**src/rtl/lsl_defines.svh**
```systemverilog
// timing counts, widths and reset values for the serdes lane
`ifndef LSL_DEFINES_SVH
`define LSL_DEFINES_SVH
`define LSL_MAX_WIDTH 10
`define LSL_CNT_W 4
`define LSL_TAP_W 6
`define LSL_TAP_MID 6'h20
`define LSL_TAP_MAX 6'h3f
`define LSL_QUEUE_DEPTH 8
`define LSL_LOCK_HITS 4'h8
`define LSL_TERM_OHMS 100
`endif

```
**src/rtl/lsl_pkg.sv**
```systemverilog
// types for the serdes lane
package lsl_pkg;
	typedef enum logic [2:0] {
		LSL_TRAIN_IDLE = 3'b001,
		LSL_TRAIN_SEEK = 3'b010,
		LSL_TRAIN_LOCK = 3'b100
	} lsl_train_t;
	typedef enum logic [1:0] {
		LSL_RATE_FULL = 2'b01,
		LSL_RATE_HALF = 2'b10
	} lsl_rate_t;
endpackage : lsl_pkg

```
**src/rtl/lsl_skid.sv**
```systemverilog
// two-entry buffer with valid and ready on both sides
`timescale 1ns/1ps
module lsl_skid #(
	parameter int WIDTH = 10
) (
	input wire logic mclk_in,
	input wire logic rst_n_in,
	input wire logic [WIDTH-1:0] s_data_in,
	input wire logic s_valid_in,
	output logic s_ready_out,
	output logic [WIDTH-1:0] m_data_out,
	output logic m_valid_out,
	input wire logic m_ready_in
);
	logic [WIDTH-1:0] mem [2];
	logic wr_ptr;
	logic rd_ptr;
	logic [1:0] count;
	logic push;
	logic pop;

	assign push = s_valid_in && s_ready_out;
	assign pop = m_valid_out && m_ready_in;
	assign m_data_out = mem[rd_ptr];

	always_ff @(posedge mclk_in) begin
		if (push) begin
			mem[wr_ptr] <= s_data_in;
		end
	end

	always_ff @(posedge mclk_in or negedge rst_n_in) begin
		if (!rst_n_in) begin
			wr_ptr <= 1'b0;
			rd_ptr <= 1'b0;
			count <= 2'h0;
			s_ready_out <= 1'b1;
			m_valid_out <= 1'b0;
		end else begin
			if (push) begin
				wr_ptr <= ~wr_ptr;
			end
			if (pop) begin
				rd_ptr <= ~rd_ptr;
			end
			count <= count + 2'(push) - 2'(pop);
			s_ready_out <= (count + 2'(push) - 2'(pop)) != 2'h2;
			m_valid_out <= (count + 2'(push) - 2'(pop)) != 2'h0;
		end
	end
endmodule : lsl_skid

```
**src/rtl/lsl_lane.sv**
```systemverilog
// LVDS serdes lane: receive deserialiser with phase alignment and queue, transmit serialiser
// Function
// - full rate: bit clock equals bit rate, one bit per rising edge
// - half rate: bit clock is half bit rate, bits on both edges
// - word width programmable up to ten bits
// - complete aligned received word presented on word clock rising edge
// - width one bypass routes pad to alternate clock output
// - training-done output asserted once automatic alignment locks
// - automatic alignment steers delay tap to the bit centre
// - optional eight-entry receive queue toward core clock; none on transmit
// - queue empty flag high whenever the queue holds no words
// - receive reset asynchronous, clears queue and deserialiser
// - input buffer on while enable is 1, off while 0
// - dynamic termination connected while control is 1
// - tap-adjust enable acts on manual delay or automatic alignment
// - while adjusting, step input moves tap up on 1, down on 0
// - tap clear resets tap counter or alignment circuit
// - core presents transmit word on the word clock
// - transmit reset returns serialiser to initial state
// - output enable controls whether the pad pair is driven
// - transmit modes: serial data or reference clock
//
// One clock models the bit clock; the word clock is a one-cycle word strobe every width bits.
// Half rate carries two bits per cycle on rx_pad_pair_in / tx_pad_pair_out.
`timescale 1ns/1ps
`include "lsl_defines.svh"
module lsl_lane
	import lsl_pkg::*;
#(
	parameter int WIDTH = `LSL_MAX_WIDTH,
	parameter bit HALF_RATE = 1'b0,
	parameter bit QUEUE_ON = 1'b1,
	parameter bit AUTO_ALIGN = 1'b1,
	parameter bit DYN_TERM = 1'b1
) (
	input wire logic mclk_in,
	input wire logic rst_n_in,
	input wire logic tx_rst_n_in,
	input wire logic [3:0] word_width_in,
	input wire logic bypass_in,
	input wire logic [1:0] rx_pad_pair_in,
	input wire logic input_buffer_on_in,
	input wire logic term_on_in,
	input wire logic tap_adjust_on_in,
	input wire logic tap_step_up_in,
	input wire logic tap_counter_clear_in,
	input wire logic queue_read_in,
	input wire logic [WIDTH-1:0] tx_word_in,
	input wire logic tx_word_valid_in,
	input wire logic tx_oe_in,
	input wire logic ref_clock_mode_in,
	output logic [WIDTH-1:0] rx_word_out,
	output logic rx_word_valid_out,
	output logic bypass_route_output_out,
	output logic training_done_out,
	output logic queue_empty_out,
	output logic buffer_powered_out,
	output logic term_connected_out,
	output logic [`LSL_TAP_W-1:0] tap_out,
	output logic tx_word_ready_out,
	output logic [1:0] tx_pad_pair_out,
	output logic tx_pad_oe_n_out
);
	localparam int STEP = HALF_RATE ? 2 : 1;
	localparam int QW = $clog2(`LSL_QUEUE_DEPTH);

	////////////////////////////////////////////////////////////////
	// shared helpers

	function automatic logic [3:0] clamp_width(input logic [3:0] w);
		if (w == 4'h0) begin
			return 4'h1;
		end else if (w > 4'(WIDTH)) begin
			return 4'(WIDTH);
		end
		return w;
	endfunction : clamp_width

	logic [3:0] width_eff;
	assign width_eff = clamp_width(word_width_in);

	////////////////////////////////////////////////////////////////
	// pad controls

	always_ff @(posedge mclk_in or negedge rst_n_in) begin
		if (!rst_n_in) begin
			buffer_powered_out <= 1'b0;
			term_connected_out <= 1'b0;
		end else begin
			buffer_powered_out <= input_buffer_on_in;
			term_connected_out <= DYN_TERM && term_on_in;
		end
	end

	logic [1:0] rx_bits;
	assign rx_bits = input_buffer_on_in ? rx_pad_pair_in : 2'h0;

	always_ff @(posedge mclk_in or negedge rst_n_in) begin
		if (!rst_n_in) begin
			bypass_route_output_out <= 1'b0;
		end else begin
			bypass_route_output_out <= bypass_in && width_eff == 4'h1 && rx_bits[0];
		end
	end

	////////////////////////////////////////////////////////////////
	// deserialiser

	logic [WIDTH-1:0] rx_shift;
	logic [3:0] rx_cnt;
	logic rx_word_strobe;
	logic [WIDTH-1:0] rx_word_raw;

	always_ff @(posedge mclk_in or negedge rst_n_in) begin
		if (!rst_n_in) begin
			rx_shift <= '0;
			rx_cnt <= 4'h0;
			rx_word_strobe <= 1'b0;
			rx_word_raw <= '0;
		end else begin
			rx_word_strobe <= 1'b0;
			// first line bit lands at index 0
			for (int i = 0; i < STEP; i++) begin
				rx_shift[4'(rx_cnt + 4'(i))] <= rx_bits[i];
			end
			if (rx_cnt + 4'(STEP) >= width_eff) begin
				rx_cnt <= 4'h0;
				rx_word_strobe <= !bypass_in;
				rx_word_raw <= rx_shift;
				for (int i = 0; i < STEP; i++) begin
					rx_word_raw[4'(rx_cnt + 4'(i))] <= rx_bits[i];
				end
			end else begin
				rx_cnt <= rx_cnt + 4'(STEP);
			end
		end
	end

	////////////////////////////////////////////////////////////////
	// delay taps and automatic phase alignment

	lsl_train_t train_state;
	logic [`LSL_TAP_W-1:0] tap;
	logic [`LSL_TAP_W-1:0] lo_edge;
	logic [3:0] hits;
	logic prev_bit;
	logic edge_seen;
	assign edge_seen = rx_word_strobe && (rx_word_raw[0] != prev_bit);

	always_ff @(posedge mclk_in or negedge rst_n_in) begin
		if (!rst_n_in) begin
			prev_bit <= 1'b0;
		end else if (rx_word_strobe) begin
			prev_bit <= rx_word_raw[0];
		end
	end

	always_ff @(posedge mclk_in or negedge rst_n_in) begin
		if (!rst_n_in) begin
			tap <= `LSL_TAP_MID;
			train_state <= LSL_TRAIN_IDLE;
			lo_edge <= '0;
			hits <= 4'h0;
		end else if (tap_counter_clear_in) begin
			tap <= `LSL_TAP_MID;
			train_state <= LSL_TRAIN_IDLE;
			hits <= 4'h0;
		end else if (!AUTO_ALIGN) begin
			if (tap_adjust_on_in) begin
				if (tap_step_up_in && tap != `LSL_TAP_MAX) begin
					tap <= tap + 1'b1;
				end else if (!tap_step_up_in && tap != '0) begin
					tap <= tap - 1'b1;
				end
			end
		end else if (tap_adjust_on_in && rx_word_strobe) begin
			unique case (train_state)
				LSL_TRAIN_IDLE: begin
					tap <= '0;
					lo_edge <= '0;
					train_state <= LSL_TRAIN_SEEK;
				end
				LSL_TRAIN_SEEK: begin
					// sweep; centre between the last transition and the sweep end
					if (edge_seen) begin
						lo_edge <= tap;
					end
					if (tap == `LSL_TAP_MAX) begin
						tap <= `LSL_TAP_W'(((`LSL_TAP_W+1)'(lo_edge) + `LSL_TAP_MAX) >> 1);
						train_state <= LSL_TRAIN_LOCK;
						hits <= 4'h0;
					end else begin
						tap <= tap + 1'b1;
					end
				end
				LSL_TRAIN_LOCK: begin
					if (edge_seen) begin
						hits <= 4'h0;
					end else if (hits != `LSL_LOCK_HITS) begin
						hits <= hits + 4'h1;
					end
				end
			endcase
		end
	end

	always_ff @(posedge mclk_in or negedge rst_n_in) begin
		if (!rst_n_in) begin
			training_done_out <= 1'b0;
			tap_out <= `LSL_TAP_MID;
		end else begin
			training_done_out <= AUTO_ALIGN && train_state == LSL_TRAIN_LOCK
				&& hits == `LSL_LOCK_HITS;
			tap_out <= tap;
		end
	end

	////////////////////////////////////////////////////////////////
	// receive queue and output buffer

	logic [WIDTH-1:0] q_mem [`LSL_QUEUE_DEPTH];
	logic [QW:0] q_wr;
	logic [QW:0] q_rd;
	logic q_empty;
	logic q_full;
	logic q_push;
	logic q_pop;
	logic skid_ready;
	logic skid_valid;
	logic [WIDTH-1:0] skid_data;
	logic [WIDTH-1:0] src_data;
	logic src_valid;

	assign q_empty = q_wr == q_rd;
	assign q_full = (q_wr[QW] != q_rd[QW]) && (q_wr[QW-1:0] == q_rd[QW-1:0]);
	assign q_push = QUEUE_ON && rx_word_strobe && !q_full;
	assign q_pop = QUEUE_ON && queue_read_in && !q_empty && skid_ready;
	assign src_data = QUEUE_ON ? q_mem[q_rd[QW-1:0]] : rx_word_raw;
	assign src_valid = QUEUE_ON ? q_pop : rx_word_strobe;

	always_ff @(posedge mclk_in) begin
		if (q_push) begin
			q_mem[q_wr[QW-1:0]] <= rx_word_raw;
		end
	end

	always_ff @(posedge mclk_in or negedge rst_n_in) begin
		if (!rst_n_in) begin
			q_wr <= '0;
			q_rd <= '0;
			queue_empty_out <= 1'b1;
		end else begin
			if (q_push) begin
				q_wr <= q_wr + 1'b1;
			end
			if (q_pop) begin
				q_rd <= q_rd + 1'b1;
			end
			queue_empty_out <= (q_wr + (QW+1)'(q_push)) == (q_rd + (QW+1)'(q_pop));
		end
	end

	lsl_skid #(
		.WIDTH(WIDTH)
	) u_skid (
		.mclk_in(mclk_in),
		.rst_n_in(rst_n_in),
		.s_data_in(src_data),
		.s_valid_in(src_valid),
		.s_ready_out(skid_ready),
		.m_data_out(skid_data),
		.m_valid_out(skid_valid),
		.m_ready_in(1'b1)
	);

	always_ff @(posedge mclk_in or negedge rst_n_in) begin
		if (!rst_n_in) begin
			rx_word_out <= '0;
			rx_word_valid_out <= 1'b0;
		end else begin
			rx_word_valid_out <= skid_valid;
			if (skid_valid) begin
				rx_word_out <= skid_data;
			end
		end
	end

	////////////////////////////////////////////////////////////////
	// serialiser

	logic [WIDTH-1:0] tx_shift;
	logic [3:0] tx_cnt;
	logic tx_load;
	assign tx_load = tx_cnt + 4'(STEP) >= width_eff;

	always_ff @(posedge mclk_in or negedge tx_rst_n_in) begin
		if (!tx_rst_n_in) begin
			tx_shift <= '0;
			tx_cnt <= 4'h0;
			tx_word_ready_out <= 1'b0;
			tx_pad_pair_out <= 2'h0;
			tx_pad_oe_n_out <= 1'b1;
		end else begin
			tx_word_ready_out <= tx_load;
			tx_pad_oe_n_out <= !tx_oe_in;
			tx_cnt <= tx_load ? 4'h0 : tx_cnt + 4'(STEP);
			if (tx_load) begin
				tx_shift <= tx_word_valid_in ? tx_word_in : '0;
			end
			if (ref_clock_mode_in) begin
				// ref clock: high while tx_cnt is below half of width_eff (first half of the word at full rate)
				tx_pad_pair_out <= {2{tx_cnt < (width_eff >> 1)}};
			end else begin
				for (int i = 0; i < 2; i++) begin
					tx_pad_pair_out[i] <= (i < STEP) ? tx_shift[4'(tx_cnt + 4'(i))] : 1'b0;
				end
			end
		end
	end
endmodule : lsl_lane

```
**config.mk**
```make
export PLATFORM = sky130hd
export DESIGN_NAME = lsl_lane
export DESIGN_NICKNAME = d
export VERILOG_FILES = /design/src/rtl/lsl_pkg.sv /design/src/rtl/lsl_skid.sv /design/src/rtl/lsl_lane.sv
export VERILOG_INCLUDE_DIRS = /design/src /design/src/rtl
export SDC_FILE = /design/constraint.sdc
export NUM_CORES = 1
export LEC_CHECK = 0
export BUFFER_PORTS_ARGS = -buffer_cell sky130_fd_sc_hd__buf_2
export CORE_UTILIZATION = 49
export DETAILED_ROUTE_END_ITERATION = 6
export PLACE_DENSITY = 0.72
export SYNTH_ARGS = -nofsm -noshare
export SYNTH_HDL_FRONTEND = slang
export SYNTH_SLANG_ARGS = --single-unit
```
**constraint.sdc**
```tcl
create_clock -name mclk_in -period 3.7 [get_ports mclk_in]
set_clock_uncertainty 0.15 [all_clocks]
set_input_delay 0.185 -clock mclk_in [delete_from_list [all_inputs] [get_ports mclk_in]]
set_output_delay 0.185 -clock mclk_in [all_outputs]
set_load 0.005 [all_outputs]
```
; Word level (Yosys, flattened, before mapping)
; Memory sizes are Yosys's and may differ from the RTL's. A register that Yosys moved wholly into a read port is not among the register bits.
; Index checks and enable logic that the tools add are counted.
[word_totals]
register_bits = 89
wordCells = 129
rom_bits = 0
mem_count = 2
out_inout_bits = 26
inputBits = 29
latchBits = 0
ram_bits = 100
[memory_table]
columns = name, depth, word_bits, rd, rd_clocked_by_memory_dff, write_ports, line
row1 = q_mem, 8, 10, 1, 0, 1, lsl_lane.sv:221  ; logic [WIDTH-1:0] q_mem [`LSL_QUEUE_DEPTH];
row2 = u_skid.mem, 2, 10, 1, 1, 1, lsl_skid.sv:15  ; logic [WIDTH-1:0] mem [2];
[classes]
n_eq_ne = 16
mux = 36
n_lt_le_gt_ge = 7
n_div = 0
n_addsub = 11
n_bitwise = 3
shift = 0
reduce_logical = 26
n_mul = 0
[op_table]
columns = cell, count
row1 = 2-to-1 mux 4 bit, 10
row2 = 2-to-1 mux 6 bit, 4
row3 = one-hot mux 6 bit (2 select lines), 2
row4 = "adder 4 x 1 -> 4 bit, second input constant", 5
row5 = logical AND 1 bit, 11
row6 = bitwise mux 10 bit, 1
row7 = "less-than comparator 4 x 5 -> 1 bit, second input constant", 2
row8 = 2-to-1 mux 1 bit, 10
row9 = 2-to-1 mux 10 bit, 1
row10 = 2-to-1 mux 3 bit, 3
row11 = adder 4 x 1 -> 4 bit, 2
row12 = == test 4 bit, 2
row13 = greater-or-equal comparator 4 bit, 2
row14 = "inequality test 4 bit, second input constant", 2
row15 = one-hot mux 4 bit (2 select lines), 1
row16 = AND reduction 4 bit, 2
row17 = "adder 6 x 6 -> 7 bit, second input constant", 1
row18 = "adder 6 x 1 -> 6 bit, second input constant", 1
row19 = "== test 6 bit, second input constant", 1
row20 = one-hot mux 3 bit (2 select lines), 1
row21 = nonzero test 2 bit, 3
row22 = nonzero test 3 bit, 2
row23 = logical NOT 1 bit, 5
row24 = binary-select mux 1 bit (select 4 bit), 1
row25 = other kinds (20), 24

; Logic depth before layout (Yosys ltp)
[depth]
word_depth = 8
depth_mapped = 10
depth_no_buf = 9

; Modules after synthesis
; A second synthesis with hierarchy kept.
[hier_totals]
hier_cells = 563
area_unflattened_um2 = 8535.7
[modules_own_cells]
columns = mod, instances, cells_each, area_each_um2, seq_area_each_um2
row1 = lsl_lane, 1, 512, 7559.8, 4735.8
row2 = lsl_skid, 1, 51, 975.9, 752.0

; Worst setup path before layout
; No wires, ideal clock.
[synth_timing]
path_type = flip-flop to flip-flop
from = register rx_cnt[0]
to = register rx_word_raw[4]
setup_time_ps = 125
path_slack_ps = 1085
stages_incl_launch_ff = 9
synth_period_minus_slack_ps = 2615
required_ps = 3425
path_buffers = 1
arrival_ps = 2340
cell_sequence = dfrtp_1 -> inv_1 -> ha_1 -> ha_1 -> a21o_1 -> maj3_1 -> a21oi_2 -> buf_4 -> mux2_2
[synth_via]
elab_chain_len = 5
elab_cells_between_ends = 8
cone_classes = add/sub: 1 / order compare: 3 / mux: 3 / reduce/logical: 1
[synth_rtl]
columns = item, line
row1 = from (decl), lsl_lane.sv:110  ; logic [3:0] rx_cnt;
row2 = from (signal assigned), lsl_lane.sv:134  ; rx_cnt <= rx_cnt + 4'(STEP);
row3 = less-than comparator 4 x 5 -> 1 bit (implied by the code) or greater-or-equal comparator 4 x 1 -> 1 bit (tied branches), lsl_lane.sv:131  ; rx_word_raw[4'(rx_cnt + 4'(i))] <= rx_bits[i];
row4 = logical AND 1 bit (implied by the code), lsl_lane.sv:131
row5 = 2-to-1 mux 1 bit (implied by the code), lsl_lane.sv:131
row6 = demux 1 bit (select 4 bit), lsl_lane.sv:131
row7 = bitwise mux 10 bit, lsl_lane.sv:131
row8 = to (signal assigned), lsl_lane.sv:129  ; rx_word_raw <= rx_shift;
row9 = "to (signal, indexed assignment)", lsl_lane.sv:131
row10 = to (decl), lsl_lane.sv:112  ; logic [WIDTH-1:0] rx_word_raw;
; Several ways; a longest one is shown, not always the timed one.
; A chain may end at the register's enable or synchronous reset.

; Worst setup path after layout
[layout_timing]
from = input port word_width_in[3]
to = register rx_word_raw[9]
[layout_via]
elab_chain_len = 5
elab_cells_between_ends = 7
cone_classes = order compare: 2 / mux: 4 / reduce/logical: 1
[layout_rtl]
columns = item, line
row1 = from (decl), lsl_lane.sv:39  ; input wire logic [3:0] word_width_in,
row2 = > comparator 4 bit, lsl_lane.sv:73  ; end else if (w > 4'(WIDTH)) begin
row3 = 2-to-1 mux 1 bit, lsl_lane.sv:73
row4 = 2-to-1 mux 1 bit, lsl_lane.sv:71  ; if (w == 4'h0) begin
row5 = 2-to-1 mux 4 bit *, lsl_lane.sv:76  ; return w;
row6 = greater-or-equal comparator 4 bit *, lsl_lane.sv:126  ; if (rx_cnt + 4'(STEP) >= width_eff) begin
; Mark *: on every way between the ends. The rest lies on a longest branch, timed or not.

==> flow_metrics.tcl <==
set metrics [dict create \
    post-route-util 0.594 \
    rr_startpoint "rx_cnt[0]$_DFF_PN0_" \
    num-fill-cells 1258 \
    firstDrtPassIters 4 \
    yosysSeqAreaShare 0.647 \
    root_buffer "clkbuf_16" \
    dieArea_um2 17900 \
    synth_top_cell_by_area "edfxtp_1" \
    max_freq_mhz 335 \
    crit_start "word_width_in[3]" \
    antennaDiodeCount 0 \
    synth_cell_type_count 54 \
    cts_made_buffers 17 \
    cap_viol_max_count 0 \
    fp.dieW_um 134 \
    coreArea_um2 16800 \
    slew_headroom 0.363 \
    final_cell_area_um2 9960 \
    syn_nets 629 \
    async_flop_share 0.497 \
    grt_start_max_net_pins 62 \
    drtIter0Drc 235 \
    post-cts-setup-buffer-count 0 \
    final_nets 721 \
    start_kind "primary input" \
    drc 0 \
    dp_hpwl_um 9660 \
    p_per_area_nw_per_um2 763 \
    drt_wl_total_um 14900 \
    clock_latency_ns 0.42 \
    place_inst 837 \
    setup_viol 0 \
    pin_count 55 \
    hold_viol 0 \
    outcome "finished, final reports clean" \
    grt_usage 0.183 \
    worstSetupPathType "in2reg" \
    globalplace.congestion 0.830 \
    slew_viol_final 0 \
    post-synth-top-count-cell "edfxtp_1" \
    worst_slew_pin_slew_ns 0.952 \
    ant_nets 0 \
    die_y_um 134 \
    tns_ns 0 \
    overflow 0 \
    worstPathMaxFanout 9 \
    routedWlPerCell_um 16.6 \
    rsz0062_at_grt "false" \
    cts.sinks 199 \
    required_ns 3.86 \
    p_leak_nw 4.04 \
    portBuffers 52 \
    ys.flop_type "edfxtp_1" \
    antenna_found_initial 0 \
    yosys_warnings 0 \
    viasPerCell 5.32 \
    avgSynthCellArea_um2 14.8 \
    syn-cell-area_um2 8490 \
    fin_hold_ws_ns 0.0497 \
    cp.arrival_ns 3.14 \
    instances_no_fill 900 \
    syn_inst 575 \
    fp-row-count 47 \
    tritoncts "done" \
    synthTopCellsByArea "edfxtp_1 35%, dfrtp_1 27%, mux4_2 5.8%" \
    layout-drive-gt1-share 0.249 \
    yosysTopAreaCellShare 0.354 \
    place_area_um2 9020 \
    route.vias.total 4785 \
    grt_first_pass_wirelength_um 25000 \
    grt_pass1_vias 5007 \
    htreeDepth 4 \
    area_growth_pct 17.4 \
    holdCritPathClass "in2reg" \
    cp-end-kind "register" \
    min_from "tap_adjust_on_in" \
    yosys_register_bits 199 \
    synth_enable_flop_cells 100 \
    min_period_over_period 0.807 \
    vdd.ir_drop.worst_mv 0.531 \
    synth_common_cells "100 x edfxtp_1, 93 x dfrtp_1, 48 x nand2_1" \
    start_util 0.506 \
    clockBufferDepth 2 \
    clkTransAtPathRegs_ns 0.07 \
    fin_crit_ns 2.99 \
]
-- critical path: stages --
cell	delay (ns)
dlygate4sd3_1	0.53
buf_2	0.15
nor3_1	0.22
a21o_1	0.15
ha_1	0.22
nand2b_1	0.13
a21o_1	0.17
maj3_1	0.37
a21oi_2	0.42
buf_4	0.25
mux2_2	0.34
-- cell usage in the layout, fill, tap and decap left out, drive strengths merged, types with 3 or more instances in the layout --
cell type | synthesis | routed
edfxtp | 100 | 100
dfrtp | 93 | 93
buf | 10 | 66
nand2 | 49 | 49
mux2 | 32 | 32
dlygate4sd3 | 0 | 31
nor2 | 30 | 30
inv | 27 | 28
ha | 25 | 25
mux2i | 23 | 23
mux4 | 22 | 22
clkbuf | 14 | 21
xnor2 | 20 | 20
a21oi | 16 | 16
xor2 | 14 | 14
o21ai | 10 | 10
nor3 | 10 | 10
and2 | 9 | 9
nand3 | 8 | 8
nand2b | 7 | 7
dfstp | 6 | 6
clkinv | 1 | 6
nor2b | 4 | 4
a21o | 4 | 4
a22o | 4 | 4
o31ai | 3 | 3
a2111oi | 3 | 3
and3 | 3 | 3
bufinv | 0 | 3
nor4 | 3 | 3
or3 | 3 | 3
-- cell families (layout without fill, tap and decap cells) --
group / Yosys count / in the layout / synth area share
xor+xnor: 34 / 34 / 0.0351
mux: 77 / 77 / 0.128
fa+ha+maj: 27 / 27 / 0.0392
flops: 199 / 199 / 0.647
compound gates: 55 / 55 / 0.0510
simple gates: 131 / 131 / 0.0752
buf+inv: 52 / 157 / 0.0249
-- layer usage --
metal / GRT usage / wire, um
met1: 0.224 / 6430
met2: 0.324 / 7860
met3: 0.0445 / 507
met4: 0.0442 / 104
met5: 0 / 0
-- final timing paths --
kind | endpoint | slack, ns | depth (start not counted)
worst max-delay path | rx_word_raw[9]$_DFFE_PN0P_ | 0.71 | 11
worst min-delay path | train_state[1]$_DFFE_PN0P_ | 0.05 | 5
worst max register to register | rx_word_raw[9]$_DFFE_PN0P_ | 0.75 | 8
worst min register to register | tap_out[5]$_DFF_PN1_ | 0.26 | 0
max in group asynchronous | tap_out[5]$_DFF_PN1_ | 2.34 | 3
min in group asynchronous | tx_shift[8]$_DFFE_PN0P_ | 0.06 | 2
-- state kept, by name, indices dropped and copies added, names as in the netlist, 2 cells and up --
register         count
rx_word_raw         10
lo_edge              6
u_skid.count         2
rx_shift            10
q_wr                 4
q_rd                 4
rx_word_out         10
hits                 4
u_skid.mem          20
tap_out              6
tx_pad_pair_out      2
tap                  6
train_state          3
rx_cnt               4
tx_shift            10
q_mem               80
tx_cnt               4
-- power by group --
part	switching (mW)	total (mW)	leakage [nW]	internal [mW]
clock network	0.780	1.93	0.303	1.15
logic	1.07	2.22	1.57	1.15
registers	0.440	3.46	2.17	3.02
-- what timing repair did --
item | in CTS | in global routing
endpoints found under the hold margin | 100 | 0
resized for setup | 0 | 0
hold buffers | 31 | 0
-- metrics by stage --
stage                     power [mW]  setup slack, ns
after floorplan                 5.10             1.09
after global placement          5.56            0.816
after detailed placement        5.71            0.739
after CTS                       7.67            0.722
after global routing            8.05            0.544
final                           7.60            0.713
-- area by class of cell --
type / count / area [um^2] / area share
flip-flops and latches: 199 / 5490 / 0.551
multi-input cells: 324 / 2790 / 0.280
repair buffers: 97 / 678 / 0.0681
clock buffers: 21 / 483 / 0.0485
well taps: 220 / 275 / 0.0276
clock inverters: 11 / 144 / 0.0144
inverters: 28 / 105 / 0.0106
Power figures use the tool's default switching activity.
